### src/core/safety_pkg.sv
// Functional notes
// - After reset extension, go diagnostic unless locked
// - Safe-exit command moves safe to diagnostic
// - Reset output rises from reset, stays from safe
// - Diagnostic from reset initializes watchdog, error monitor
// - Diagnostic from reset disables driver; safe keeps
// - Reset-pin monitor: full init or status-only clear
// - Clear-wakeup command sends device to off
// - Config writes only when diagnostic and unlocked
// - Diagnostic time-out enters safe, sets flag
// - Mask blocks time-out; watchdog threshold still resets
// - Watchdog time-out or watchdog config write restarts sequence
// - Active only from diagnostic with fail flags clear
// - Active state ignores configuration writes
// - Driver enable only below watchdog output threshold
// - Self-test pulses output without safe entry
// - Safe on global condition, error threshold, lock
// - Safe entry, except from reset, counts errors, drops driver output
// - No watchdog reset in safe until safe-exit
// - Safe time-out selectable, off only when locked
// - Disable and lock threshold reset, diagnostic-only
// - Locked device returns to safe after reset
// - Priority: off, then reset, then stay safe
// - Reset entry drops outputs, restores defaults
package safety_pkg;

  // ****************************************
  // Timing
  // ****************************************
  localparam int CLK_HZ = 50_000_000;
  localparam int DIAG_TIMEOUT_MS = 256;
  localparam int SAFE_TIMEOUT_BASE_MS = 32;
  localparam int TEST_PULSE_US = 10;
  localparam int DIAG_TIMEOUT_CYC = DIAG_TIMEOUT_MS * (CLK_HZ / 1000);
  localparam int SAFE_TIMEOUT_BASE_CYC =
    SAFE_TIMEOUT_BASE_MS * (CLK_HZ / 1000);
  localparam int TEST_PULSE_CYC = TEST_PULSE_US * (CLK_HZ / 1_000_000);

  // ****************************************
  // Register offsets (byte addresses)
  // ****************************************
  localparam logic [7:0] CMD_OFS = 8'h00;
  localparam logic [7:0] CTRL_OFS = 8'h04;
  localparam logic [7:0] SAFE_CFG_OFS = 8'h08;
  localparam logic [7:0] WD_CFG_OFS = 8'h0C;
  localparam logic [7:0] CRC_OFS = 8'h10;
  localparam logic [7:0] STATUS_OFS = 8'h14;
  localparam logic [7:0] FLAG_OFS = 8'h18;

  // Command bit positions
  localparam int CMD_SAFE_EXIT = 0;
  localparam int CMD_CLR_WAKE = 1;
  localparam int CMD_UNLOCK = 2;
  localparam int CMD_MASK_DIAG = 3;
  localparam int CMD_LEAVE_DIAG = 4;

  // Reset values
  localparam logic [3:0] CTRL_RST = 4'hC;
  localparam logic [14:0] SAFE_CFG_RST = 15'h0404;
  localparam logic [11:0] WD_CFG_RST = 12'h481;
  localparam logic [8:0] CRC_RST = 9'h000;
  localparam logic [3:0] WATCHDOG_FAILURE_COUNTER_RST = 4'h5;
  localparam logic [3:0] ESM_FC_RST = 4'h0;
  localparam logic [4:0] FLAG_STATUS_ONLY = 5'h18;

  // ****************************************
  // Types
  // ****************************************
  typedef enum logic [2:0] {
    st_off, st_reset, st_diag, st_active, st_safe
  } op_state_t;

  typedef struct packed {
    logic cyc;
    logic stb;
    logic we;
    logic [7:0] adr;
    logic [3:0] sel;
    logic [31:0] dat;
  } wb_req_t;

  typedef struct packed {
    logic off_cond;
    logic reset_cond;
    logic safe_cond;
    logic ext_done;
    logic wd_timeout;
    logic wd_good;
    logic wd_bad;
    logic esm_bad;
    logic analog_self_test_pulse;
    logic endrv_mismatch;
    logic system_reset_out_mismatch;
  } dev_event_t;

endpackage : safety_pkg

### src/core/safety_state_controller.sv
// Our own choices: the Wishbone slave port and the register offsets.
`timescale 1ns/1ns
module safety_state_controller
  import safety_pkg::*;
#(
  parameter int DIAG_TO_CYC = DIAG_TIMEOUT_CYC,
  parameter int SAFE_TO_BASE_CYC = SAFE_TIMEOUT_BASE_CYC
) (
  // System
  input wire logic clk_i,
  input wire logic rst_i,
  // Wishbone slave
  input wire wb_req_t wb_i,
  output logic [31:0] wb_dat_o,
  output logic wb_ack_o,
  // Device events
  input wire dev_event_t ev_i,
  // Pins and status
  output logic system_reset_out_o,
  output logic enable_interrupt_out_o,
  output logic wd_sequence_restart_o,
  output logic off_request_o,
  output op_state_t state_o
);

  // ****************************************
  // Storage
  // ****************************************
  op_state_t state_reg, state_next;
  logic [31:0] timer_reg;
  logic [3:0] ctrl_reg;
  logic [14:0] safe_cfg_reg;
  logic [11:0] wd_cfg_reg;
  logic [8:0] crc_reg;
  logic [4:0] flag_reg;
  logic [3:0] watchdog_failure_counter_reg, esm_fc_reg, dev_err_reg;
  logic unlocked_reg, mask_reg, ack_reg, system_reset_out_reg, eio_reg, restart_reg;
  logic [31:0] rdata_reg;
  logic [15:0] pulse_reg;

  // ****************************************
  // Bus decode
  // ****************************************
  wire bus_req = wb_i.cyc & wb_i.stb & ~ack_reg;
  // Only full-word writes land; partial ones are acked and dropped
  wire wr_ok = bus_req & wb_i.we & (wb_i.sel == 4'hF);
  wire wr_cmd = wr_ok & (wb_i.adr == CMD_OFS);
  wire wr_ctrl = wr_ok & (wb_i.adr == CTRL_OFS);
  wire wr_flag = wr_ok & (wb_i.adr == FLAG_OFS);
  wire cfg_open = (state_reg == st_diag) & unlocked_reg;
  wire wr_safe_cfg = wr_ok & cfg_open & (wb_i.adr == SAFE_CFG_OFS);
  wire wr_wd_cfg = wr_ok & cfg_open & (wb_i.adr == WD_CFG_OFS);
  wire wr_crc = wr_ok & cfg_open & (wb_i.adr == CRC_OFS);

  // Command strobes
  wire cmd_safe_exit = wr_cmd & wb_i.dat[CMD_SAFE_EXIT];
  wire cmd_clr_wake = wr_cmd & wb_i.dat[CMD_CLR_WAKE];
  wire cmd_unlock = wr_cmd & wb_i.dat[CMD_UNLOCK];
  wire cmd_mask = wr_cmd & wb_i.dat[CMD_MASK_DIAG];
  wire cmd_leave = wr_cmd & wb_i.dat[CMD_LEAVE_DIAG];

  // Field views
  wire drv_en = ctrl_reg[0];
  wire esm_en = ctrl_reg[1];
  wire [1:0] safe_to_sel = safe_cfg_reg[1:0];
  wire safe_timeout_disable = safe_cfg_reg[2];
  wire [3:0] safe_lock_threshold = safe_cfg_reg[7:4];
  wire [3:0] esm_th = safe_cfg_reg[11:8];
  wire [2:0] irq_en = safe_cfg_reg[14:12];
  wire watchdog_reset_enable = wd_cfg_reg[0];
  wire [3:0] wd_rst_th = wd_cfg_reg[7:4];
  wire [3:0] wd_oe_th = wd_cfg_reg[11:8];

  // ****************************************
  // Conditions
  // ****************************************
  wire wd_reset_hit = watchdog_reset_enable & (watchdog_failure_counter_reg >= wd_rst_th);
  wire esm_trip = esm_fc_reg >= esm_th;
  wire safe_lock = dev_err_reg > safe_lock_threshold;
  wire safe_to_on = ~(safe_timeout_disable & safe_lock);
  wire [31:0] safe_limit = SAFE_TO_BASE_CYC << safe_to_sel;
  wire diag_expired = timer_reg >= 32'(DIAG_TO_CYC - 1);
  wire safe_expired = timer_reg >= safe_limit - 32'h1;
  wire diag_to_evt = diag_expired & ~mask_reg;
  wire wd_below_oe = watchdog_failure_counter_reg < wd_oe_th;
  wire op_state = (state_reg == st_diag) | (state_reg == st_active) |
    (state_reg == st_safe);

  // Watchdog reset: diagnostic only while masked, safe only with safe-exit
  wire wd_reset_req = wd_reset_hit & (((state_reg == st_diag) & mask_reg) |
    (state_reg == st_active) |
    ((state_reg == st_safe) & cmd_safe_exit));

  // ****************************************
  // Transition arbitration
  // ****************************************
  always_comb begin
    state_next = state_reg;
    if (op_state & (ev_i.off_cond | cmd_clr_wake)) begin
      state_next = st_off;
    end else if (op_state & (ev_i.reset_cond | wd_reset_req)) begin
      state_next = st_reset;
    end else if ((state_reg == st_safe) & ev_i.safe_cond) begin
      state_next = st_safe;
    end else begin
      unique case (state_reg)
        st_reset: begin
          if (ev_i.ext_done & ~ev_i.reset_cond) begin
            state_next = safe_lock ? st_safe : st_diag;
          end
        end
        st_diag: begin
          if (ev_i.safe_cond | esm_trip | diag_to_evt) begin
            state_next = st_safe;
          end else if (cmd_leave & ~flag_reg[1] & ~flag_reg[2]) begin
            state_next = st_active;
          end
        end
        st_active: begin
          if (ev_i.safe_cond | esm_trip) begin
            state_next = st_safe;
          end
        end
        st_safe: begin
          if (cmd_safe_exit) begin
            state_next = st_diag;
          end else if (safe_to_on & safe_expired) begin
            state_next = st_reset;
          end
        end
        st_off: state_next = st_off;
      endcase
    end
  end

  // Entry events
  wire changed = state_next != state_reg;
  wire diag_from_reset = (state_reg == st_reset) & (state_next == st_diag);
  wire diag_from_safe = (state_reg == st_safe) & (state_next == st_diag);
  wire enter_active = changed & (state_next == st_active);
  wire enter_safe = changed & (state_next == st_safe);
  wire enter_reset = op_state & (state_next == st_reset);
  wire full_init = enter_reset | diag_from_reset;
  wire diag_to_set = (state_reg == st_diag) & diag_to_evt & enter_safe;

  // Flags: a set in the same cycle as its clear wins
  wire [4:0] flag_set = {ev_i.system_reset_out_mismatch, ev_i.endrv_mismatch,
    ev_i.esm_bad, ev_i.wd_bad, diag_to_set};
  wire [4:0] flag_clr = (wr_flag ? wb_i.dat[4:0] : 5'h00) |
    (full_init ? 5'h1F : 5'h00) |
    (diag_from_safe ? FLAG_STATUS_ONLY : 5'h00);
  wire [4:0] flag_next = (flag_reg & ~flag_clr) | flag_set;

  // Watchdog failure counter, saturating both ways
  wire wd_inc = ev_i.wd_bad | wr_wd_cfg;
  wire [3:0] watchdog_failure_counter_next = (wd_inc & ~ev_i.wd_good & (watchdog_failure_counter_reg != 4'hF)) ?
    watchdog_failure_counter_reg + 4'h1 : (ev_i.wd_good & ~wd_inc & (watchdog_failure_counter_reg != 4'h0)) ?
    watchdog_failure_counter_reg - 4'h1 : watchdog_failure_counter_reg;

  // ****************************************
  // State and timer
  // ****************************************
  always_ff @(posedge clk_i) begin
    if (rst_i) begin
      state_reg <= st_reset;
      timer_reg <= 32'h0;
    end else begin
      state_reg <= state_next;
      timer_reg <= changed ? 32'h0 : timer_reg + {31'h0, ~&timer_reg};
    end
  end

  // ****************************************
  // Control and lock bits
  // ****************************************
  // Drivers and monitors: full init from reset, kept as they are from safe
  always_ff @(posedge clk_i) begin
    if (rst_i | full_init) begin
      ctrl_reg <= CTRL_RST;
    end else if (enter_safe) begin
      ctrl_reg <= {ctrl_reg[3:1], 1'b0};
    end else if (wr_ctrl & op_state) begin
      ctrl_reg <= {wb_i.dat[3:1], wb_i.dat[0] & wd_below_oe};
    end
  end

  // Unlock lasts only for the current diagnostic visit
  always_ff @(posedge clk_i) begin
    if (rst_i | (state_next != st_diag)) begin
      unlocked_reg <= 1'b0;
    end else if (cmd_unlock) begin
      unlocked_reg <= 1'b1;
    end
  end

  always_ff @(posedge clk_i) begin
    if (rst_i | enter_reset) begin
      mask_reg <= 1'b0;
    end else if (cmd_mask & (state_reg == st_diag)) begin
      mask_reg <= 1'b1;
    end
  end

  // ****************************************
  // Configuration
  // ****************************************
  always_ff @(posedge clk_i) begin
    if (rst_i) begin
      safe_cfg_reg <= SAFE_CFG_RST;
      crc_reg <= CRC_RST;
    end else begin
      if (wr_safe_cfg) safe_cfg_reg <= wb_i.dat[14:0];
      if (wr_crc) crc_reg <= wb_i.dat[8:0];
    end
  end

  // Watchdog setup is among the settings a reset entry restores
  always_ff @(posedge clk_i) begin
    if (rst_i | full_init) begin
      wd_cfg_reg <= WD_CFG_RST;
    end else if (wr_wd_cfg) begin
      wd_cfg_reg <= wb_i.dat[11:0];
    end
  end

  // ****************************************
  // Counters and flags
  // ****************************************
  always_ff @(posedge clk_i) begin
    if (rst_i | full_init | enter_active) begin
      watchdog_failure_counter_reg <= WATCHDOG_FAILURE_COUNTER_RST;
      esm_fc_reg <= ESM_FC_RST;
    end else begin
      watchdog_failure_counter_reg <= watchdog_failure_counter_next;
      if (ev_i.esm_bad & esm_en & (esm_fc_reg != 4'hF)) begin
        esm_fc_reg <= esm_fc_reg + 4'h1;
      end
    end
  end

  // Error count survives reset entries so the lock can hold
  always_ff @(posedge clk_i) begin
    if (rst_i) begin
      dev_err_reg <= 4'h0;
    end else if (enter_safe & (state_reg != st_reset) &
        (dev_err_reg != 4'hF)) begin
      dev_err_reg <= dev_err_reg + 4'h1;
    end
  end

  always_ff @(posedge clk_i) begin
    if (rst_i) begin
      flag_reg <= 5'h00;
    end else begin
      flag_reg <= flag_next;
    end
  end

  // ****************************************
  // Outputs
  // ****************************************
  wire pulse_start = (state_reg == st_active) & drv_en & (|irq_en) &
    ev_i.analog_self_test_pulse & (pulse_reg == 16'h0);

  always_ff @(posedge clk_i) begin
    if (rst_i) begin
      pulse_reg <= 16'h0;
    end else if (pulse_start) begin
      pulse_reg <= 16'(TEST_PULSE_CYC);
    end else if (pulse_reg != 16'h0) begin
      pulse_reg <= pulse_reg - 16'h1;
    end
  end

  // Reset and enable pins follow the next state so entry effects show on the same edge as the state
  always_ff @(posedge clk_i) begin
    if (rst_i) begin
      system_reset_out_reg <= 1'b0;
      eio_reg <= 1'b0;
      restart_reg <= 1'b0;
    end else begin
      system_reset_out_reg <= (state_next == st_diag) | (state_next == st_active) |
        (state_next == st_safe);
      eio_reg <= ((state_next == st_diag) | (state_next == st_active)) &
        drv_en & ~enter_safe & ~pulse_start & (pulse_reg <= 16'h1);
      restart_reg <= op_state & (ev_i.wd_timeout | wr_wd_cfg);
    end
  end

  // ****************************************
  // Read path
  // ****************************************
  wire [31:0] status_word = {14'h0, unlocked_reg, mask_reg, esm_fc_reg,
    watchdog_failure_counter_reg, dev_err_reg, 1'b0, state_reg};
  wire [31:0] rd_data =
    (wb_i.adr == CTRL_OFS) ? {28'h0, ctrl_reg} :
    (wb_i.adr == SAFE_CFG_OFS) ? {17'h0, safe_cfg_reg} :
    (wb_i.adr == WD_CFG_OFS) ? {20'h0, wd_cfg_reg} :
    (wb_i.adr == CRC_OFS) ? {23'h0, crc_reg} :
    (wb_i.adr == STATUS_OFS) ? status_word :
    (wb_i.adr == FLAG_OFS) ? {27'h0, flag_reg} : 32'h0;

  always_ff @(posedge clk_i) begin
    if (rst_i) begin
      ack_reg <= 1'b0;
      rdata_reg <= 32'h0;
    end else begin
      ack_reg <= bus_req;
      rdata_reg <= bus_req ? rd_data : rdata_reg;
    end
  end

  assign wb_ack_o = ack_reg;
  assign wb_dat_o = rdata_reg;
  assign system_reset_out_o = system_reset_out_reg;
  assign enable_interrupt_out_o = eio_reg;
  assign wd_sequence_restart_o = restart_reg;
  assign off_request_o = state_reg == st_off;
  assign state_o = state_reg;
endmodule : safety_state_controller

### config.mk
export PLATFORM = sky130hd
export DESIGN_NAME = safety_state_controller
export DESIGN_NICKNAME = d
export VERILOG_FILES = /design/src/core/safety_pkg.sv /design/src/core/safety_state_controller.sv
export SDC_FILE = /design/constraint.sdc
export NUM_CORES = 1
export LEC_CHECK = 0
export ABC_CLOCK_PERIOD_IN_PS = 9300
export BUFFER_PORTS_ARGS = -buffer_cell sky130_fd_sc_hd__buf_4
export CORE_MARGIN = 2
export CORE_UTILIZATION = 45
export CTS_BUF_LIST = sky130_fd_sc_hd__clkbuf_16
export DETAILED_ROUTE_END_ITERATION = 7
export PLACE_DENSITY = 0.75
export SYNTH_ARGS = -nofsm -noshare
export SYNTH_HDL_FRONTEND = slang
export SYNTH_SLANG_ARGS = --single-unit
### constraint.sdc
create_clock -name clk_i -period 9.3 [get_ports clk_i]
set_input_delay 0 -clock clk_i [delete_from_list [all_inputs] [get_ports clk_i]]
set_output_delay 0 -clock clk_i [all_outputs]
set_load 0.01 [all_outputs]
=== Word level (Yosys, flattened, before mapping) ===
Cells that the tools add are included.

* Register bits after elaboration: 146
* Input bits: 60
* Output and inout bits: 40
* Logic and storage cells: 183

* Add/subtract/negate cells: 7
* $lt $le $gt $ge: 7
* Eq/ne operators: 21
* Shift-type cells: 1
* Mux-type cells: 24
* Bitwise operators: 89
* Reduce and logical (&&, ||, !) cells: 14

{| class="wikitable"
|+ Operators with widths
! cell !! number
|-
| $mux W18 || 5
|-
| $and A1 B1 Y1 || 57
|-
| $add A32 B1 Y32 || 1
|-
| $ge A32 B24 Y1 const B || 1
|-
| $ge A32 B32 Y1 || 1
|-
| $reduce_and A32 Y1 || 1
|-
| $shl A21 B2 Y32 const A || 1
|-
| $sub A32 B1 Y32 const B || 1
|-
| $mux W3 || 10
|-
| $eq A8 B5 Y1 const B || 3
|-
| $mux W5 || 4
|-
| $mux W9 || 2
|-
| $or A1 B1 Y1 || 17
|-
| $eq A8 B4 Y1 const B || 2
|-
| $le A16 B1 Y1 const B || 1
|-
| $logic_not A16 Y1 || 1
|-
| $reduce_bool A16 Y1 || 1
|-
| $sub A16 B1 Y16 const B || 1
|-
| $or A5 B5 Y5 || 3
|-
| $pmux W3 S5 || 1
|-
| $add A4 B1 Y4 const B || 3
|-
| $eq A3 B2 Y1 const B || 4
|-
| $ne A4 B4 Y1 const B || 3
|-
| $not A1 Y1 || 10
|-
| 22 further kinds || 29
|}

=== Longest topological paths before layout ===
* Word-level depth: 23
* Mapped depth: 16
* Depth with buffers taken out: 14

=== Worst setup path before layout ===
No wires, ideal clock.

* Path kind: register to register
* Start: register safe_cfg_reg[1]
* End: register watchdog_failure_counter_reg[0]
* Library setup time: 0.127 ns
* Arrival time: 2.993 ns
* Data required time: 9.173 ns
* Setup slack: 6.180 ns
* Stages on the path, launching flop included: 14
* Buffers on the path: 0
* Period minus slack after synthesis: 3.120 ns
* Path through: dfxtp_1 -> inv_1 -> ha_1 -> inv_1 -> ha_1 -> a21oi_1 -> o21ai_0 -> a22oi_1 -> o2111a_1 -> nand3b_1 -> and2_4 -> o211a_1 -> o311a_4 -> or3_1

* Longest elaborated chain between the ends: 15
* Elaborated cells on any way between the ends: 20
* Those cells by class: 1 x add/sub; 1 x order compare; 4 x eq/ne; 1 x shift; 6 x mux; 7 x bitwise

{| class="wikitable"
|+ RTL lines
! what !! line !! source
|-
| start: declaration || safety_state_controller.sv:32 || <nowiki>logic [14:0] safe_cfg_reg;</nowiki>
|-
| start signal: assignment || safety_state_controller.sv:212 || <nowiki>if (wr_safe_cfg) safe_cfg_reg <= wb_i.dat[14:0];</nowiki>
|-
| $shl A21 B2 Y32 (*) || safety_state_controller.sv:81 || <nowiki>wire [31:0] safe_limit = SAFE_TO_BASE_CYC << safe_to_sel;</nowiki>
|-
| $sub A32 B1 Y32 (*) || safety_state_controller.sv:83 || <nowiki>wire safe_expired = timer_reg >= safe_limit - 32'h1;</nowiki>
|-
| $ge A32 B32 Y1 (*) || safety_state_controller.sv:83 ||
|-
| $and A1 B1 Y1 (*) || safety_state_controller.sv:127 || <nowiki>end else if (safe_to_on & safe_expired) begin</nowiki>
|-
| $mux W3 (*) || safety_state_controller.sv:127 ||
|-
| $mux W3 (*) || safety_state_controller.sv:125 || <nowiki>if (cmd_safe_exit) begin</nowiki>
|-
| $pmux W3 S5 (*) || safety_state_controller.sv:106 || <nowiki>unique case (state_reg)</nowiki>
|-
| $mux W3 (*) || safety_state_controller.sv:103 || <nowiki>end else if ((state_reg == st_safe) & ev_i.safe_cond) begin</nowiki>
|-
| $mux W3 (*) || safety_state_controller.sv:101 || <nowiki>end else if (op_state & (ev_i.reset_cond | wd_reset_req)) begin</nowiki>
|-
| $mux W3 (*) || safety_state_controller.sv:99 || <nowiki>if (op_state & (ev_i.off_cond | cmd_clr_wake)) begin</nowiki>
|-
| $eq A3 B1 Y1 or $eq A3 B2 Y1 (tied branches) || safety_state_controller.sv:142, safety_state_controller.sv:138 ||
|-
| $and A1 B1 Y1, on equally long branches || safety_state_controller.sv:142, safety_state_controller.sv:138 ||
|-
| $or A1 B1 Y1 || safety_state_controller.sv:143 || <nowiki>wire full_init = enter_reset | diag_from_reset;</nowiki>
|-
| $or A1 B1 Y1 || safety_state_controller.sv:230 || <nowiki>if (rst_i | full_init | enter_active) begin</nowiki>
|-
| $or A1 B1 Y1 (*) || safety_state_controller.sv:230 ||
|-
| end signal: assignment || safety_state_controller.sv:234 || <nowiki>watchdog_failure_counter_reg <= watchdog_failure_counter_next;</nowiki>
|-
| end: declaration || safety_state_controller.sv:36 || <nowiki>logic [3:0] watchdog_failure_counter_reg, esm_fc_reg, dev_err_reg;</nowiki>
|}

Every way passes the cells marked *; elsewhere a longest branch is shown, timed or not.
A chain may end at the register's enable or synchronous reset.

=== Worst setup path in the final report ===
* Start: register safe_cfg_reg[1]
* End: register flag_reg[1]

* Longest elaborated chain between the ends: 19
* Elaborated cells on any way between the ends: 21
* Those cells by class: 1 x add/sub; 1 x order compare; 2 x eq/ne; 1 x shift; 7 x mux; 9 x bitwise

{| class="wikitable"
|+ RTL lines
! what !! line !! source
|-
| $shl A21 B2 Y32 (*) || safety_state_controller.sv:81 ||
|-
| $sub A32 B1 Y32 (*) || safety_state_controller.sv:83 ||
|-
| $ge A32 B32 Y1 (*) || safety_state_controller.sv:83 ||
|-
| $and A1 B1 Y1 (*) || safety_state_controller.sv:127 ||
|-
| $mux W3 (*) || safety_state_controller.sv:127 ||
|-
| $mux W3 (*) || safety_state_controller.sv:125 ||
|-
| $pmux W3 S5 (*) || safety_state_controller.sv:106 ||
|-
| $mux W3 (*) || safety_state_controller.sv:103 ||
|-
| (+3 left out) || - ||
|-
| $and A1 B1 Y1, on equally long branches || safety_state_controller.sv:142, safety_state_controller.sv:138 ||
|-
| $or A1 B1 Y1 (*) || safety_state_controller.sv:143 ||
|-
| $mux W5 (*) || safety_state_controller.sv:150 || <nowiki>(full_init ? 5'h1F : 5'h00) |</nowiki>
|-
| $or A5 B5 Y5 (*) || safety_state_controller.sv:149 || <nowiki>wire [4:0] flag_clr = (wr_flag ? wb_i.dat[4:0] : 5'h00) |</nowiki>
|-
| $or A5 B5 Y5 (*) || safety_state_controller.sv:150 ||
|-
| $not A5 Y5 (*) || safety_state_controller.sv:152 || <nowiki>wire [4:0] flag_next = (flag_reg & ~flag_clr) | flag_set;</nowiki>
|-
| $and A5 B5 Y5 (*) || safety_state_controller.sv:152 ||
|-
| $or A5 B5 Y5 (*) || safety_state_controller.sv:152 ||
|-
| end signal: assignment || safety_state_controller.sv:255 || <nowiki>flag_reg <= flag_next;</nowiki>
|-
| end: declaration || safety_state_controller.sv:35 || <nowiki>logic [4:0] flag_reg;</nowiki>
|}

Marks and branches as above.

==> metrics.yaml <==
status: "finished clean"
antenna_cells_inserted: 0
timing_worst_slew_pin_value_ps: 1168
groute.layer.met1.usage_pct: 29.57
finalWorstPathRequiredPeriod_ps: 4534
postSynthRegisterBits: 132
largest_register_ff_count: 32
post_drt_wl_per_cell_um: 16.01
critPathArrivalTime_ps: 4900
powerDensity_mw_per_mm2: 227.5
cts_buffer_depth: 2
tritoncts: "built"
critical_path_buf_inv_count: 3
worstSetupPathType: "flip-flop to flip-flop"
crit_path_cell_trace: "inv_1 -> ha_1 -> inv_1 -> ha_1 -> nand4_1 -> nor4_1 -> nand2_1 -> o2111a_1 -> a221oi_2 -> o21bai_1 -> nand3_1 -> nor3b_4 -> a32o_1 -> dlygate4sd3_1"
yosys_warnings: 0
critical_path.startpoint_type: "flip-flop"
grt_first_pass_wirelength_um: 31640
floorplan.core_area_mm2: 0.01594
track_usage_pct: 22.39
critPathMaxStageDelay_ps: 710
placed_cells_incl_taps: 1139
grt_antenna_before_repair: 0
die_y_um: 131.9
ios: 100
firstDrtPassIters: 5
number_of_flops_mapped_to_enable_cells_by_yosys: 0
die_area_mm2: 0.01739
grt_max_degree: 62
synth_top_area_cell: "sky130_fd_sc_hd__dfxtp_1"
finalHoldViolCount: 0
initial_core_util_pct: 46.15
grt_use_met3_pct: 4.114
timing.critical_path.required_ps: 9670
overall_routed_net_length_um: 19130
nNetsFinal: 1076
grt_use_met2_pct: 36.14
timing.fmax_mhz: 220.6
drv_cap: 0
finalCritPeriodShare_pct: 48.75
holdCritStartpoint: "rst_i"
total_count_of_max_transition_violations_in_the_final_report: 0
most_used_flip_flop_cell_after_synthesis: "sky130_fd_sc_hd__dfxtp_1"
worstReg2RegStart: "safe_cfg_reg[1]"
detailroute.via_count: 6686
routed_via_density: 5.595
drive_above_1_share_pct: 13.59
setup.worst_path.start: "safe_cfg_reg[1]"
crit_fanout: 19
top_area_cells_in_the_synthesized_netlist: "sky130_fd_sc_hd__dfxtp_1 36%, sky130_fd_sc_hd__ha_1 8.3%, sky130_fd_sc_hd__nand2_1 5.5%, sky130_fd_sc_hd__nor2_1 5.1%, sky130_fd_sc_hd__a21oi_1 3.3%"
die_width_um: 131.9
r2r_setup_slack_ps: 4770
clkLatencyLatePin_ps: 430
clock_sinks: 132
unrepaired_setup_endpoints_after_global_routing: "no"
crit_family: "simple AND/OR/NAND/NOR gates"
first_global_vias: 6337
ys_async_sr_fraction_pct: 0
syn_to_final_growth_pct: 20.13
gpl.final_weighted_congestion: 0.9402
clock_tree_root_buffer_cell: "sky130_fd_sc_hd__clkbuf_16"
number_of_standard_cells_after_synthesis: 878
detailedRoute.firstIterationViolations: 560
drt.antenna.violating_nets: 0
slew_headroom_pct: 21.84
setup_viol: 0
ir_worst_vdd_v: 0.0001588
synth_sequential_area_ratio_pct: 35.91
hold_path_class: "input port to flip-flop"
post_synth_instance_area_mm2: 0.007358
yosys_top_cell_area_share_pct: 35.91
synth.most_common_cell: "sky130_fd_sc_hd__dfxtp_1"
synth_commonest_cells: "132 x sky130_fd_sc_hd__dfxtp_1, 108 x sky130_fd_sc_hd__nand2_1, 99 x sky130_fd_sc_hd__nor2_1"
rows: 46
cp_slowest_cell: "sky130_fd_sc_hd__nor3b_4"
placement.io_buffers: 68
drc: 0
htree_num_levels: 4
cts_buffers: 17
cts.clk_slew.worst_paths_ps: 60
power_leakage_nw: 3.392
instances_no_fill: 1195
critical_path.endpoint_type: "flip-flop"
netlist-cell-type-count: 76
clock_skew_ps: 13.14
post_synth.cell_area_avg_um2: 8.381
dpl.hpwl_um: 13730
totalNegativeSetupSlack_ps: 0
overflow: 0
grt-busiest-layer: "met2"
placed cells by master (no fill, tap or decap), types with 7 or more instances in the layout:
cell	instances
sky130_fd_sc_hd__xnor2_1	22
sky130_fd_sc_hd__a21boi_0	9
sky130_fd_sc_hd__or3_1	11
sky130_fd_sc_hd__mux2i_1	16
sky130_fd_sc_hd__nand2_1	108
sky130_fd_sc_hd__ha_1	49
sky130_fd_sc_hd__clkbuf_16	17
sky130_fd_sc_hd__a22oi_1	20
sky130_fd_sc_hd__nor4_1	9
sky130_fd_sc_hd__nor3_1	32
sky130_fd_sc_hd__buf_4	71
sky130_fd_sc_hd__inv_1	40
sky130_fd_sc_hd__nor2_1	99
sky130_fd_sc_hd__nand3_1	32
sky130_fd_sc_hd__dfxtp_1	132
sky130_fd_sc_hd__conb_1	21
sky130_fd_sc_hd__o21a_1	7
sky130_fd_sc_hd__dlygate4sd3_1	24
sky130_fd_sc_hd__a21oi_1	48
sky130_fd_sc_hd__xor2_1	25
sky130_fd_sc_hd__nand4_1	19
sky130_fd_sc_hd__nor2_4	8
sky130_fd_sc_hd__o21ai_0	21
sky130_fd_sc_hd__and4_1	8
logic make-up (layout without fill, tap and decap cells):
group	count (synthesis)	in the layout	synth area share [%]
and+or+nand+nor	376	376	25.69
AOI/OAI and AO/OA	170	170	16.20
DFF	132	132	35.91
buffers and inverters	84	166	5.560
adders and majority gates	50	50	8.604
xor gates and xnor gates	47	47	5.594
muxes	17	17	2.329
other	2	21	0.1021
layer usage:
metal | share of wire [%] | routed length, um | up-vias
met5 | 0 | 0 | -
met4 | 2.3 | 435 | 0
met3 | 6.7 | 1283 | 36
met2 | 46 | 8869 | 255
met1 | 45 | 8546 | 3124
li1 | - | - | 3271
worst paths after layout:
kind | to | depth (start not counted)
worst max-delay path | flag_reg[1] | 14
worst min-delay path | dev_err_reg[0] | 2
worst max register to register | flag_reg[1] | 14
worst min register to register | wb_dat_o[15] | 2
worst reg2reg max path: stages, from the launching register on:
cell and delay [ps]:
sky130_fd_sc_hd__dfxtp_1 490, sky130_fd_sc_hd__inv_1 190, sky130_fd_sc_hd__ha_1 360, sky130_fd_sc_hd__inv_1 80, sky130_fd_sc_hd__ha_1 290, sky130_fd_sc_hd__nand4_1 120, sky130_fd_sc_hd__nor4_1 380, sky130_fd_sc_hd__nand2_1 130
sky130_fd_sc_hd__o2111a_1 210, sky130_fd_sc_hd__a221oi_2 310, sky130_fd_sc_hd__o21bai_1 220, sky130_fd_sc_hd__nand3_1 130, sky130_fd_sc_hd__nor3b_4 710, sky130_fd_sc_hd__a32o_1 300, sky130_fd_sc_hd__dlygate4sd3_1 550
per-stage QoR:
stage | worst slack (ps) | utilization [%] | area [um2] | hold slack (ps) | power (W)
final | 4766 | 55.45 | 8840 | 101.8 | 0.002011
after global routing | 4526 | 55.45 | 8840 | 120.2 | 0.002120
after global placement | 5491 | 49.99 | 7970 | 241.6 | 0.001269
after floorplan | 6180 | - | 7430 | 122.1 | 0.001158
after detailed placement | 5408 | 49.99 | 7970 | 245.3 | 0.001282
after CTS | 4860 | 55.45 | 8840 | 90.22 | 0.002011
power breakdown:
group	switching, W	leakage, nW	internal, W
Combinational	0.000351	2.02	0.000247
Clock	0.000266	0.302	0.000450
Sequential	0.0000756	1.07	0.000622
area by class of cell:
cell class,instances,area (um2)
clock buffer,17,425.4
multi-input combinational,681,4378
tap,216,270.3
timing repair buffer,95,773.2
clock inverter,15,203.9
inverter,39,146.4
fill,1449,7103
sequential,132,2643
what timing repair did:
action	in CTS	in global routing
hold buffers	24	0
buffers inserted	0	0
resized for setup	0	0
hold endpoints to repair	48	0
No activity file was read; power rests on OpenSTA's default activity.
